<file path="src/design/port_io_pkg.sv">
// Package: offsets, field positions, reset values and carriers for port block
package port_io_pkg;
  localparam logic [7:0] TIMER_CONTROL_ADDR = 8'h0E;
  localparam logic [7:0] COUNT_VALUE_ADDR   = 8'h0D;
  localparam logic [7:0] PORT_A_ADDR        = 8'h12;
  localparam logic [7:0] PORT_B_ADDR        = 8'h14;
  localparam int EDGE_SELECT_BIT   = 3;
  localparam int COUNT_RUN_BIT     = 4;
  localparam int CLOCK_SOURCE_BIT  = 5;
  localparam int MODE_LOW_BIT      = 6;
  localparam int MODE_HIGH_BIT     = 7;
  localparam int TONE_BIT0         = 0;
  localparam int TONE_BIT1         = 1;
  localparam int DIVIDER_BIT       = 3;
  localparam logic [7:0] TIMER_CONTROL_RESET = 8'h08;
  localparam logic [7:0] TIMER_CONTROL_MASK  = 8'hF8;
  localparam logic [7:0] PORT_A_RESET        = 8'hFF;
  localparam logic [7:0] COUNT_MAX           = 8'hFF;
  localparam logic [1:0] SYSCLK_DIV          = 2'h3;
  typedef enum logic [1:0] {
    MODE_UNUSED = 2'b00,
    MODE_EVENT  = 2'b01,
    MODE_TIMER  = 2'b10,
    MODE_PULSE  = 2'b11
  } mode_t;
  typedef struct packed {
    logic       wr;
    logic       rd;
    logic [7:0] addr;
    logic [7:0] wdata;
  } mem_req_t;
endpackage : port_io_pkg

</file>
<file path="src/design/port_io_with_tone_and_divider.sv">
// Ports A and B, timer control, counter, tone and divider outputs
// What this block does
// - Counter input clock is held off while software reads the count.
// - Timer control bits 2:0 always read as zero.
// - Event mode counts falling edges when edge select is 1, else rising.
// - Pulse mode counts between start and stop edges chosen by edge select.
// - Count run bit enables counting when set, disables when clear.
// - Clock source bit picks tick input at 0, system clock path at 1.
// - Mode field: 01 event, 10 timer, 11 pulse width, 00 unused.
// - Port A sits at data address 12H, port B at 14H.
// - Port A bits 3:0 optionally push-pull; bits 7:4 open-drain pull-up.
// - Each open-drain port A pin can be enabled as a halt wake source.
// - Port reads sample the pin levels directly, not latched.
// - Port A writes go to an output latch held until rewritten.
// - Bit operations read pin states, modify, write back to the latch.
// - Reading port A returns pin levels, not latch content.
// - Push-pull port A pins act only as outputs.
// - Latch bits 1:0 steer tone pair: 00 both, 10 tone only, x1 low.
// - Pin 3 carries divider when running and latch bit 3 is 0.
// - After reset the port inputs sit high or float by pull-up option.
// - Counter counts up to FFH, reloads from preload, raises request.
// - Overflow can feed divider on pin 3 and wakes from halt.
module port_io_with_tone_and_divider #(
  parameter logic [3:0] PUSH_PULL_OPT  = 4'h0,
  parameter logic [3:0] PULLUP_OPT     = 4'hF,
  parameter logic       TONE_OPT       = 1'b0,
  parameter logic       DIVIDER_OPT    = 1'b0,
  parameter logic       SYSCLK_DIV4    = 1'b0
) (
  input  wire logic                      clk_i,
  input  wire logic                      resetn_i,
  input  wire port_io_pkg::mem_req_t     req_i,
  output logic [7:0]                     rdata_o,
  input  wire logic [7:0]                port_a_in_i,
  output logic [7:0]                     port_a_out_o,
  output logic [7:0]                     port_a_oe_o,
  output logic [7:0]                     port_a_pullup_o,
  input  wire logic [5:0]                port_b_in_i,
  input  wire logic                      count_pin_i,
  input  wire logic                      rtc_tick_i,
  input  wire logic                      tone_i,
  input  wire logic [7:0]                wake_enable_i,
  input  wire logic                      halted_i,
  output logic                           wake_o,
  output logic                           overflow_flag_o
);
  logic [7:0]  timer_control;
  logic [7:0]  port_a_latch;
  logic [7:0]  preload;
  logic [7:0]  count_value;
  logic [7:0]  pa_s1, pa_s2, pa_s3, pa_pin;
  logic [5:0]  pb_s1, pb_s2, pb_s3, pb_held, pb_pin;
  logic [2:0]  cp_s;
  logic [7:0]  pa_prev;
  logic [1:0]  div_cnt;
  logic        divider_out, cp_held, cp_pin;
  logic        pulse_active;
  logic        sys_tick, ext_rise, ext_fall, int_tick, count_en, ovf;
  logic        reading_count, wr_ctrl, wr_count;
  logic        tone_en0, tone_en1, div_en;
  logic [7:0]  next_latch, pa_fall;
  port_io_pkg::mode_t mode;

  assign mode = port_io_pkg::mode_t'(timer_control[
    port_io_pkg::MODE_HIGH_BIT:port_io_pkg::MODE_LOW_BIT]);
  assign reading_count = req_i.rd
    && req_i.addr == port_io_pkg::COUNT_VALUE_ADDR;
  assign wr_ctrl  = req_i.wr && req_i.addr == port_io_pkg::TIMER_CONTROL_ADDR;
  assign wr_count = req_i.wr && req_i.addr == port_io_pkg::COUNT_VALUE_ADDR;

  // Three-stage pin sampling; a level counts once stages two and three agree
  always_ff @(posedge clk_i or negedge resetn_i) begin
    if (!resetn_i) begin
      pa_s1 <= 8'hFF;
      pa_s2 <= 8'hFF;
      pa_s3 <= 8'hFF;
      pa_prev <= 8'hFF;
      pb_s1 <= 6'h3F;
      pb_s2 <= 6'h3F;
      pb_s3 <= 6'h3F;
      pb_held <= 6'h3F;
      cp_s  <= 3'h0;
      cp_held <= 1'b0;
    end else begin
      pa_s1 <= port_a_in_i;
      pa_s2 <= pa_s1;
      pa_s3 <= pa_s2;
      pb_s1 <= port_b_in_i;
      pb_s2 <= pb_s1;
      pb_s3 <= pb_s2;
      pa_prev <= pa_pin;
      pb_held <= pb_pin;
      cp_s  <= {cp_s[1:0], count_pin_i};
      cp_held <= cp_pin;
    end
  end

  assign pa_pin = (pa_s2 & pa_s3) | (pa_prev & (pa_s2 | pa_s3));
  assign pb_pin = (pb_s2 & pb_s3) | (pb_held & (pb_s2 | pb_s3));
  assign cp_pin = (cp_s[1] & cp_s[2]) | (cp_held & (cp_s[1] | cp_s[2]));
  assign ext_rise = cp_pin && !cp_held;
  assign ext_fall = !cp_pin && cp_held;

  // System clock path, optionally divided by four
  always_ff @(posedge clk_i or negedge resetn_i) begin
    if (!resetn_i) begin
      div_cnt <= 2'h0;
    end else begin
      div_cnt <= div_cnt + 2'h1;
    end
  end
  assign sys_tick = SYSCLK_DIV4 ? (div_cnt == port_io_pkg::SYSCLK_DIV) : 1'b1;
  assign int_tick = timer_control[port_io_pkg::CLOCK_SOURCE_BIT]
                  ? sys_tick : rtc_tick_i;

  always_comb begin
    count_en = 1'b0;
    if (timer_control[port_io_pkg::COUNT_RUN_BIT] && !reading_count) begin
      case (mode)
        port_io_pkg::MODE_EVENT: count_en =
          timer_control[port_io_pkg::EDGE_SELECT_BIT] ? ext_fall : ext_rise;
        port_io_pkg::MODE_TIMER: count_en = int_tick;
        port_io_pkg::MODE_PULSE: count_en = pulse_active && int_tick;
        default: count_en = 1'b0;
      endcase
    end
  end
  assign ovf = count_en && count_value == port_io_pkg::COUNT_MAX;

  // Pulse window: start and stop edges chosen by edge select
  always_ff @(posedge clk_i or negedge resetn_i) begin
    if (!resetn_i) begin
      pulse_active <= 1'b0;
    end else if (mode != port_io_pkg::MODE_PULSE
                 || !timer_control[port_io_pkg::COUNT_RUN_BIT]) begin
      pulse_active <= 1'b0;
    end else if (timer_control[port_io_pkg::EDGE_SELECT_BIT]) begin
      if (ext_rise) pulse_active <= 1'b1;
      else if (ext_fall && pulse_active) pulse_active <= 1'b0;
    end else begin
      if (ext_fall) pulse_active <= 1'b1;
      else if (ext_rise && pulse_active) pulse_active <= 1'b0;
    end
  end

  // Timer control register; run clears itself after a pulse measurement
  always_ff @(posedge clk_i or negedge resetn_i) begin
    if (!resetn_i) begin
      timer_control <= port_io_pkg::TIMER_CONTROL_RESET;
    end else if (wr_ctrl) begin
      timer_control <= req_i.wdata & port_io_pkg::TIMER_CONTROL_MASK;
    end else if (mode == port_io_pkg::MODE_PULSE && pulse_active
                 && (timer_control[port_io_pkg::EDGE_SELECT_BIT]
                     ? ext_fall : ext_rise)) begin
      timer_control[port_io_pkg::COUNT_RUN_BIT] <= 1'b0;
    end
  end

  // Preload and running count
  always_ff @(posedge clk_i or negedge resetn_i) begin
    if (!resetn_i) begin
      preload <= 8'h00;
    end else if (wr_count) begin
      preload <= req_i.wdata;
    end
  end

  always_ff @(posedge clk_i or negedge resetn_i) begin
    if (!resetn_i) begin
      count_value <= 8'h00;
    end else if (wr_count && !timer_control[port_io_pkg::COUNT_RUN_BIT]) begin
      count_value <= req_i.wdata;
    end else if (ovf) begin
      count_value <= preload;
    end else if (count_en) begin
      count_value <= count_value + 8'h01;
    end
  end

  always_ff @(posedge clk_i or negedge resetn_i) begin
    if (!resetn_i) begin
      overflow_flag_o <= 1'b0;
    end else begin
      overflow_flag_o <= ovf;
    end
  end

  always_ff @(posedge clk_i or negedge resetn_i) begin
    if (!resetn_i) begin
      divider_out <= 1'b0;
    end else if (ovf) begin
      divider_out <= !divider_out;
    end
  end

  // Bit operations pass pin states in wdata; latch keeps until rewritten
  always_comb begin
    next_latch = port_a_latch;
    if (req_i.wr && req_i.addr == port_io_pkg::PORT_A_ADDR) begin
      next_latch = req_i.wdata;
    end
  end

  always_ff @(posedge clk_i or negedge resetn_i) begin
    if (!resetn_i) begin
      port_a_latch <= port_io_pkg::PORT_A_RESET;
    end else begin
      port_a_latch <= next_latch;
    end
  end

  // Read data: ports return pin levels straight from the sampler
  always_ff @(posedge clk_i or negedge resetn_i) begin
    if (!resetn_i) begin
      rdata_o <= 8'h00;
    end else if (req_i.rd) begin
      if (req_i.addr == port_io_pkg::PORT_A_ADDR) begin
        rdata_o <= pa_pin;
      end else if (req_i.addr == port_io_pkg::PORT_B_ADDR) begin
        rdata_o <= {2'b00, pb_pin};
      end else if (req_i.addr == port_io_pkg::TIMER_CONTROL_ADDR) begin
        rdata_o <= timer_control & port_io_pkg::TIMER_CONTROL_MASK;
      end else if (req_i.addr == port_io_pkg::COUNT_VALUE_ADDR) begin
        rdata_o <= count_value;
      end else begin
        rdata_o <= 8'h00;
      end
    end
  end

  localparam logic [7:0] PUSH_PULL_ALL = {4'h0, PUSH_PULL_OPT};
  localparam logic [7:0] PULLUP_ALL    = {4'hF, PULLUP_OPT} & ~PUSH_PULL_ALL;
  assign tone_en0 = TONE_OPT && PUSH_PULL_OPT[0];
  assign tone_en1 = TONE_OPT && PUSH_PULL_OPT[1];
  assign div_en   = DIVIDER_OPT && PUSH_PULL_OPT[3];

  // Pin drivers: push-pull low nibble or open-drain pull-down
  always_comb begin
    for (int i = 0; i < 8; i++) begin
      if (PUSH_PULL_ALL[i]) begin
        port_a_out_o[i] = port_a_latch[i];
        port_a_oe_o[i]  = 1'b1;
      end else begin
        port_a_out_o[i] = 1'b0;
        port_a_oe_o[i]  = !port_a_latch[i];
      end
      port_a_pullup_o[i] = PULLUP_ALL[i];
    end
    if (tone_en0) begin
      port_a_out_o[port_io_pkg::TONE_BIT0] =
        !port_a_latch[port_io_pkg::TONE_BIT0] && tone_i;
    end
    if (tone_en1) begin
      port_a_out_o[port_io_pkg::TONE_BIT1] =
        !port_a_latch[port_io_pkg::TONE_BIT0]
        && !port_a_latch[port_io_pkg::TONE_BIT1] && !tone_i;
    end
    if (div_en) begin
      port_a_out_o[port_io_pkg::DIVIDER_BIT] =
        !port_a_latch[port_io_pkg::DIVIDER_BIT] && divider_out;
    end
  end

  // Wake on falling edge of enabled open-drain pins or overflow
  assign pa_fall = pa_prev & ~pa_pin & wake_enable_i
                 & ~PUSH_PULL_ALL;

  always_ff @(posedge clk_i or negedge resetn_i) begin
    if (!resetn_i) begin
      wake_o <= 1'b0;
    end else begin
      wake_o <= halted_i && (|pa_fall || ovf);
    end
  end

  property p_ctrl_low_zero;
    @(posedge clk_i) disable iff (!resetn_i)
      timer_control[2:0] == 3'h0;
  endproperty
  a_ctrl_low_zero: assert property (p_ctrl_low_zero)
    else $error("control low bits not zero");

  property p_read_blocks;
    @(posedge clk_i) disable iff (!resetn_i)
      reading_count |=> $stable(count_value) || $past(wr_count);
  endproperty
  a_read_blocks: assert property (p_read_blocks)
    else $error("count moved during read");

  property p_reload;
    @(posedge clk_i) disable iff (!resetn_i)
      ovf && !wr_count |=> count_value == $past(preload) && overflow_flag_o;
  endproperty
  a_reload: assert property (p_reload)
    else $error("overflow did not reload");

  property p_div_toggle;
    @(posedge clk_i) disable iff (!resetn_i)
      ovf |=> divider_out != $past(divider_out);
  endproperty
  a_div_toggle: assert property (p_div_toggle)
    else $error("divider did not toggle");

  property p_run_off;
    @(posedge clk_i) disable iff (!resetn_i)
      !timer_control[port_io_pkg::COUNT_RUN_BIT] |-> !count_en;
  endproperty
  a_run_off: assert property (p_run_off)
    else $error("counted while stopped");

  property p_latch_hold;
    @(posedge clk_i) disable iff (!resetn_i)
      !(req_i.wr && req_i.addr == port_io_pkg::PORT_A_ADDR)
      |=> $stable(port_a_latch);
  endproperty
  a_latch_hold: assert property (p_latch_hold)
    else $error("latch changed without write");

  property p_pa_read;
    @(posedge clk_i) disable iff (!resetn_i)
      req_i.rd && req_i.addr == port_io_pkg::PORT_A_ADDR
      |=> rdata_o == $past(pa_pin);
  endproperty
  a_pa_read: assert property (p_pa_read)
    else $error("port A read not pin level");

  property p_event_edge;
    @(posedge clk_i) disable iff (!resetn_i)
      mode == port_io_pkg::MODE_EVENT && count_en
      |-> (timer_control[port_io_pkg::EDGE_SELECT_BIT] ? ext_fall : ext_rise);
  endproperty
  a_event_edge: assert property (p_event_edge)
    else $error("event counted on wrong edge");
endmodule : port_io_with_tone_and_divider

</file>
<file path="config.mk">
export PLATFORM = sky130hd
export DESIGN_NAME = port_io_with_tone_and_divider
export DESIGN_NICKNAME = d
export VERILOG_FILES = /design/src/design/port_io_pkg.sv /design/src/design/port_io_with_tone_and_divider.sv
export SDC_FILE = /design/constraint.sdc
export NUM_CORES = 1
export LEC_CHECK = 0
export ABC_AREA = 1
export BUFFER_PORTS_ARGS = -buffer_cell sky130_fd_sc_hd__buf_2
export CAP_MARGIN = 15
export CORE_MARGIN = 1.5
export CORE_UTILIZATION = 55
export CTS_BUF_LIST = sky130_fd_sc_hd__clkbuf_4 sky130_fd_sc_hd__clkbuf_8
export DETAILED_ROUTE_END_ITERATION = 10
export PLACE_DENSITY = 0.8
export SYNTH_ARGS = -nofsm -noshare
export SYNTH_HDL_FRONTEND = slang
export SYNTH_SLANG_ARGS = --single-unit
</file>
<file path="constraint.sdc">
create_clock -name clk_i -period 2.6 [get_ports clk_i]
set_clock_uncertainty 0.15 [all_clocks]
set_input_delay 0 -clock clk_i [delete_from_list [all_inputs] [get_ports clk_i]]
set_output_delay 0 -clock clk_i [all_outputs]
set_load 0.03 [all_outputs]
</file>
==> run summary <==
Post_cts resized -> 0
Synth Area in XOR/XNOR -> 0.4077%
CTS tree -> yes
Cell row count -> 32
FMAX -> 0.4026 GHz
Worst Setup Start Kind -> primary input
Wire length per cell -> 13.49 µm
Hpwl dp -> 6054 µm
WP data arrival -> 2640 ps
Simple-Gate Fraction of Synth Area -> 23.06%
Total gr overflow -> 0
Crit path max-delay cell type -> dlygate4sd3_1
Status -> complete, no violations
Synthesized-area fraction occupied by ao, oa, aoi and oai cells -> 6.377%
Final Wtd Congestion -> 0.8251
Worst Setup End Kind -> flip-flop
Main combinational cell family by area after synthesis -> simple AND/OR/NAND/NOR gates
Type of the worst setup path -> in -> reg
Crit Path Max Fanout -> 16
Layout cells sized above 1 -> 32.20%
Critical path cell sequence -> dlygate4sd3_1 > buf_2 > inv_2 > nor3_4 > nand2_4 > nor2_8 > nand2_1 > dlygate4sd3_1 > o21ai_2 > dlygate4sd3_1
Seq cells post-synth -> 100
Synthesized area per cell -> 9.765 µm²
Total track usage -> 22.42%
Final ANT Viol Nets -> 0
WL final -> 8914 µm
Pleak -> 2.675 nW
Final Hold Vio Count -> 0
Fin util -> 70.12%
Core ar. -> 7647 µm²
Io pins -> 80
Worst path required time -> 2760 ps
Setup TNS -> 0 ps
Clock Path Buffers -> 2
Clock Latency Late Sink -> 370 ps
Sequential area share after synthesis -> 60.13%
Height of the die -> 91.39 µm
Initial Util -> 56.18%
Hold WS -> 1.674 ps
Clock-pin slew on the worst setup and hold paths -> 80 ps
Final Critical Period -> 2484 ps
Max Cap Viol -> 0
Port bufs -> 62
Peak VDD IR -> 0.0004011 V
Period utilization -> 95.54%
Distinct cell type count after synthesis -> 36
Drt first pass iters -> 4
First-pass GRT wire length -> 14590 µm
Nets -> 601
Post-layout power -> 3.382 mW
Headroom to the max-slew limit -> 64.90%
Mux cell area share after synthesis -> 0%
Via count -> 3307
Commonest cells after routing, fill and taps aside -> nand2_1 (103), dfstp_2 (65), buf_2 (61)
Slew @ Worst Pin -> 526.4 ps
CTS root buffer -> clkbuf_8
Synth Instances -> 440
Post-Synth Adder-Cell Area -> 1.689%
Sink Count -> 100
Filler cells -> 541
Area growth syn-to-layout -> 24.81%
Residual DRC -> 0
Critical path's largest stage delay -> 580 ps
Post-route insts no fill -> 661
Most common cell after layout, fill and taps aside -> nand2_1
Ys Warns -> 0
ANT cells -> 0
Initial DRC count -> 138
Final setup viols -> 0
Die area -> 8351 µm²
Die width -> 91.39 µm
Antenna violations before repair -> 0
Pwr dens -> 630.7 nW/µm²
Synthesized area -> 4297 µm²
Largest net degree at the start of global routing -> 61
H-tree depth -> 3
Total CTS buffers -> 9
Vias in the first global route -> 3184
Hold Path Class -> in -> async
Vias per cell -> 5.003
# placed instances -> 600
Slew Limit Fails -> 0
Most used cell, CP -> dlygate4sd3_1
## timing repair
item                                    4_1_cts  5_1_grt
buffers inserted                              0        6
hold buffers                                 39        0
endpoints found under the setup margin        0        2
endpoints found under the hold margin       103        0
## per-stage QoR
step	worst slack, ps	area [µm²]
3_5_place_dp	871.9	4663
3_3_place_gp	948.3	4663
4_1_cts	96.40	5318
5_1_grt	-1.018	5363
6_report	115.9	5363
2_1_floorplan	1071	4349
## flip-flops by register name, summed over array words and instances (netlist names), 8 cells and up
name          cells
count_value       8
pa_s1             8
port_a_latch      8
pa_prev           8
rdata_o           8
pa_s3             8
pa_s2             8
preload           8
## logic make-up (layout without fill, tap and decap cells)
family                     Yosys count  after routing
AOI/OAI and AO/OA                   49             49
xor gates and xnor gates             2              2
adders and majority gates            7              7
buffers and inverters               72            177
DFF                                100            100
other                                2             16
and+or+nand+nor                    208            208
## worst max-delay path: cells and delay by family
| family | cells | cell delay (ps) |
|---|---|---|
| AND/OR/NAND/NOR | 4 | 750 |
| AO/OA/AOI/OAI | 1 | 60 |
| buffers and inverters | 5 | 1830 |
## worst paths after layout
| kind | start | to | slack (ps) | cells past startpoint |
|---|---|---|---|---|
| setup / recovery | req_i[12] | port_a_latch[6] | 120 | 10 |
| hold / removal | resetn_i | cp_s[1] | 2 | 2 |
| setup reg to reg | count_value[0] | wake_o | 270 | 8 |
| hold reg to reg | pa_s1[5] | pa_s2[5] | 200 | 0 |
| max in group asynchronous | resetn_i | pa_s1[7] | 1580 | 3 |
| min in group clk_i | req_i[14] | timer_control[4] | 40 | 6 |
## routing by layer
metal / routed length, µm / GRT usage, % / up-vias
met3: 392 / 4.941 / 20
met5: 0 / 0 / -
met4: 195 / 7.292 / 0
met2: 4476 / 37.81 / 100
li1: - / - / 1606
met1: 3850 / 28.74 / 1581
## cell type report
cell class	count	area (µm²)	share of cell area, %
flip-flops and latches	100	2584	48.18
multi-input cells	282	1415	26.39
repair buffers	108	768.2	14.33
inverters	53	203.9	3.803
clock buffers	11	138.9	2.590
well taps	102	127.6	2.380
clock inverters	5	125.1	2.333
## synth_stat cells, drive strengths merged
library cell  instances  area share, %
xnor2                 1           0.20
o21ai                36            4.4
dfrtp                35             20
nand4                10            1.5
a31oi                 1           0.15
buf                  18            3.3
nand2               112             11
nor3                  3           0.99
nor2                 38            4.4
nand3                42            5.0
o21bai                1           0.17
conb                  2           0.17
nand3b                1           0.17
xor2                  1           0.20
clkinv                1           0.20
clkbuf                1          0.087
and2                  1           0.15
inv                  52            4.5
or2                   1           0.15
dfstp                65             40
a21oi                 4           0.47
a21o                  4           0.70
o21a                  3           0.52
maj3                  6            1.4
ha                    1           0.29
## power by group
part,total (mW),switching [mW],internal (mW)
clock,1.25,0.499,0.756
sequential,1.76,0.0572,1.70
combinational,0.366,0.229,0.137
total,3.38,0.785,2.60
Note: power is estimated with default switching activity, not from simulation.
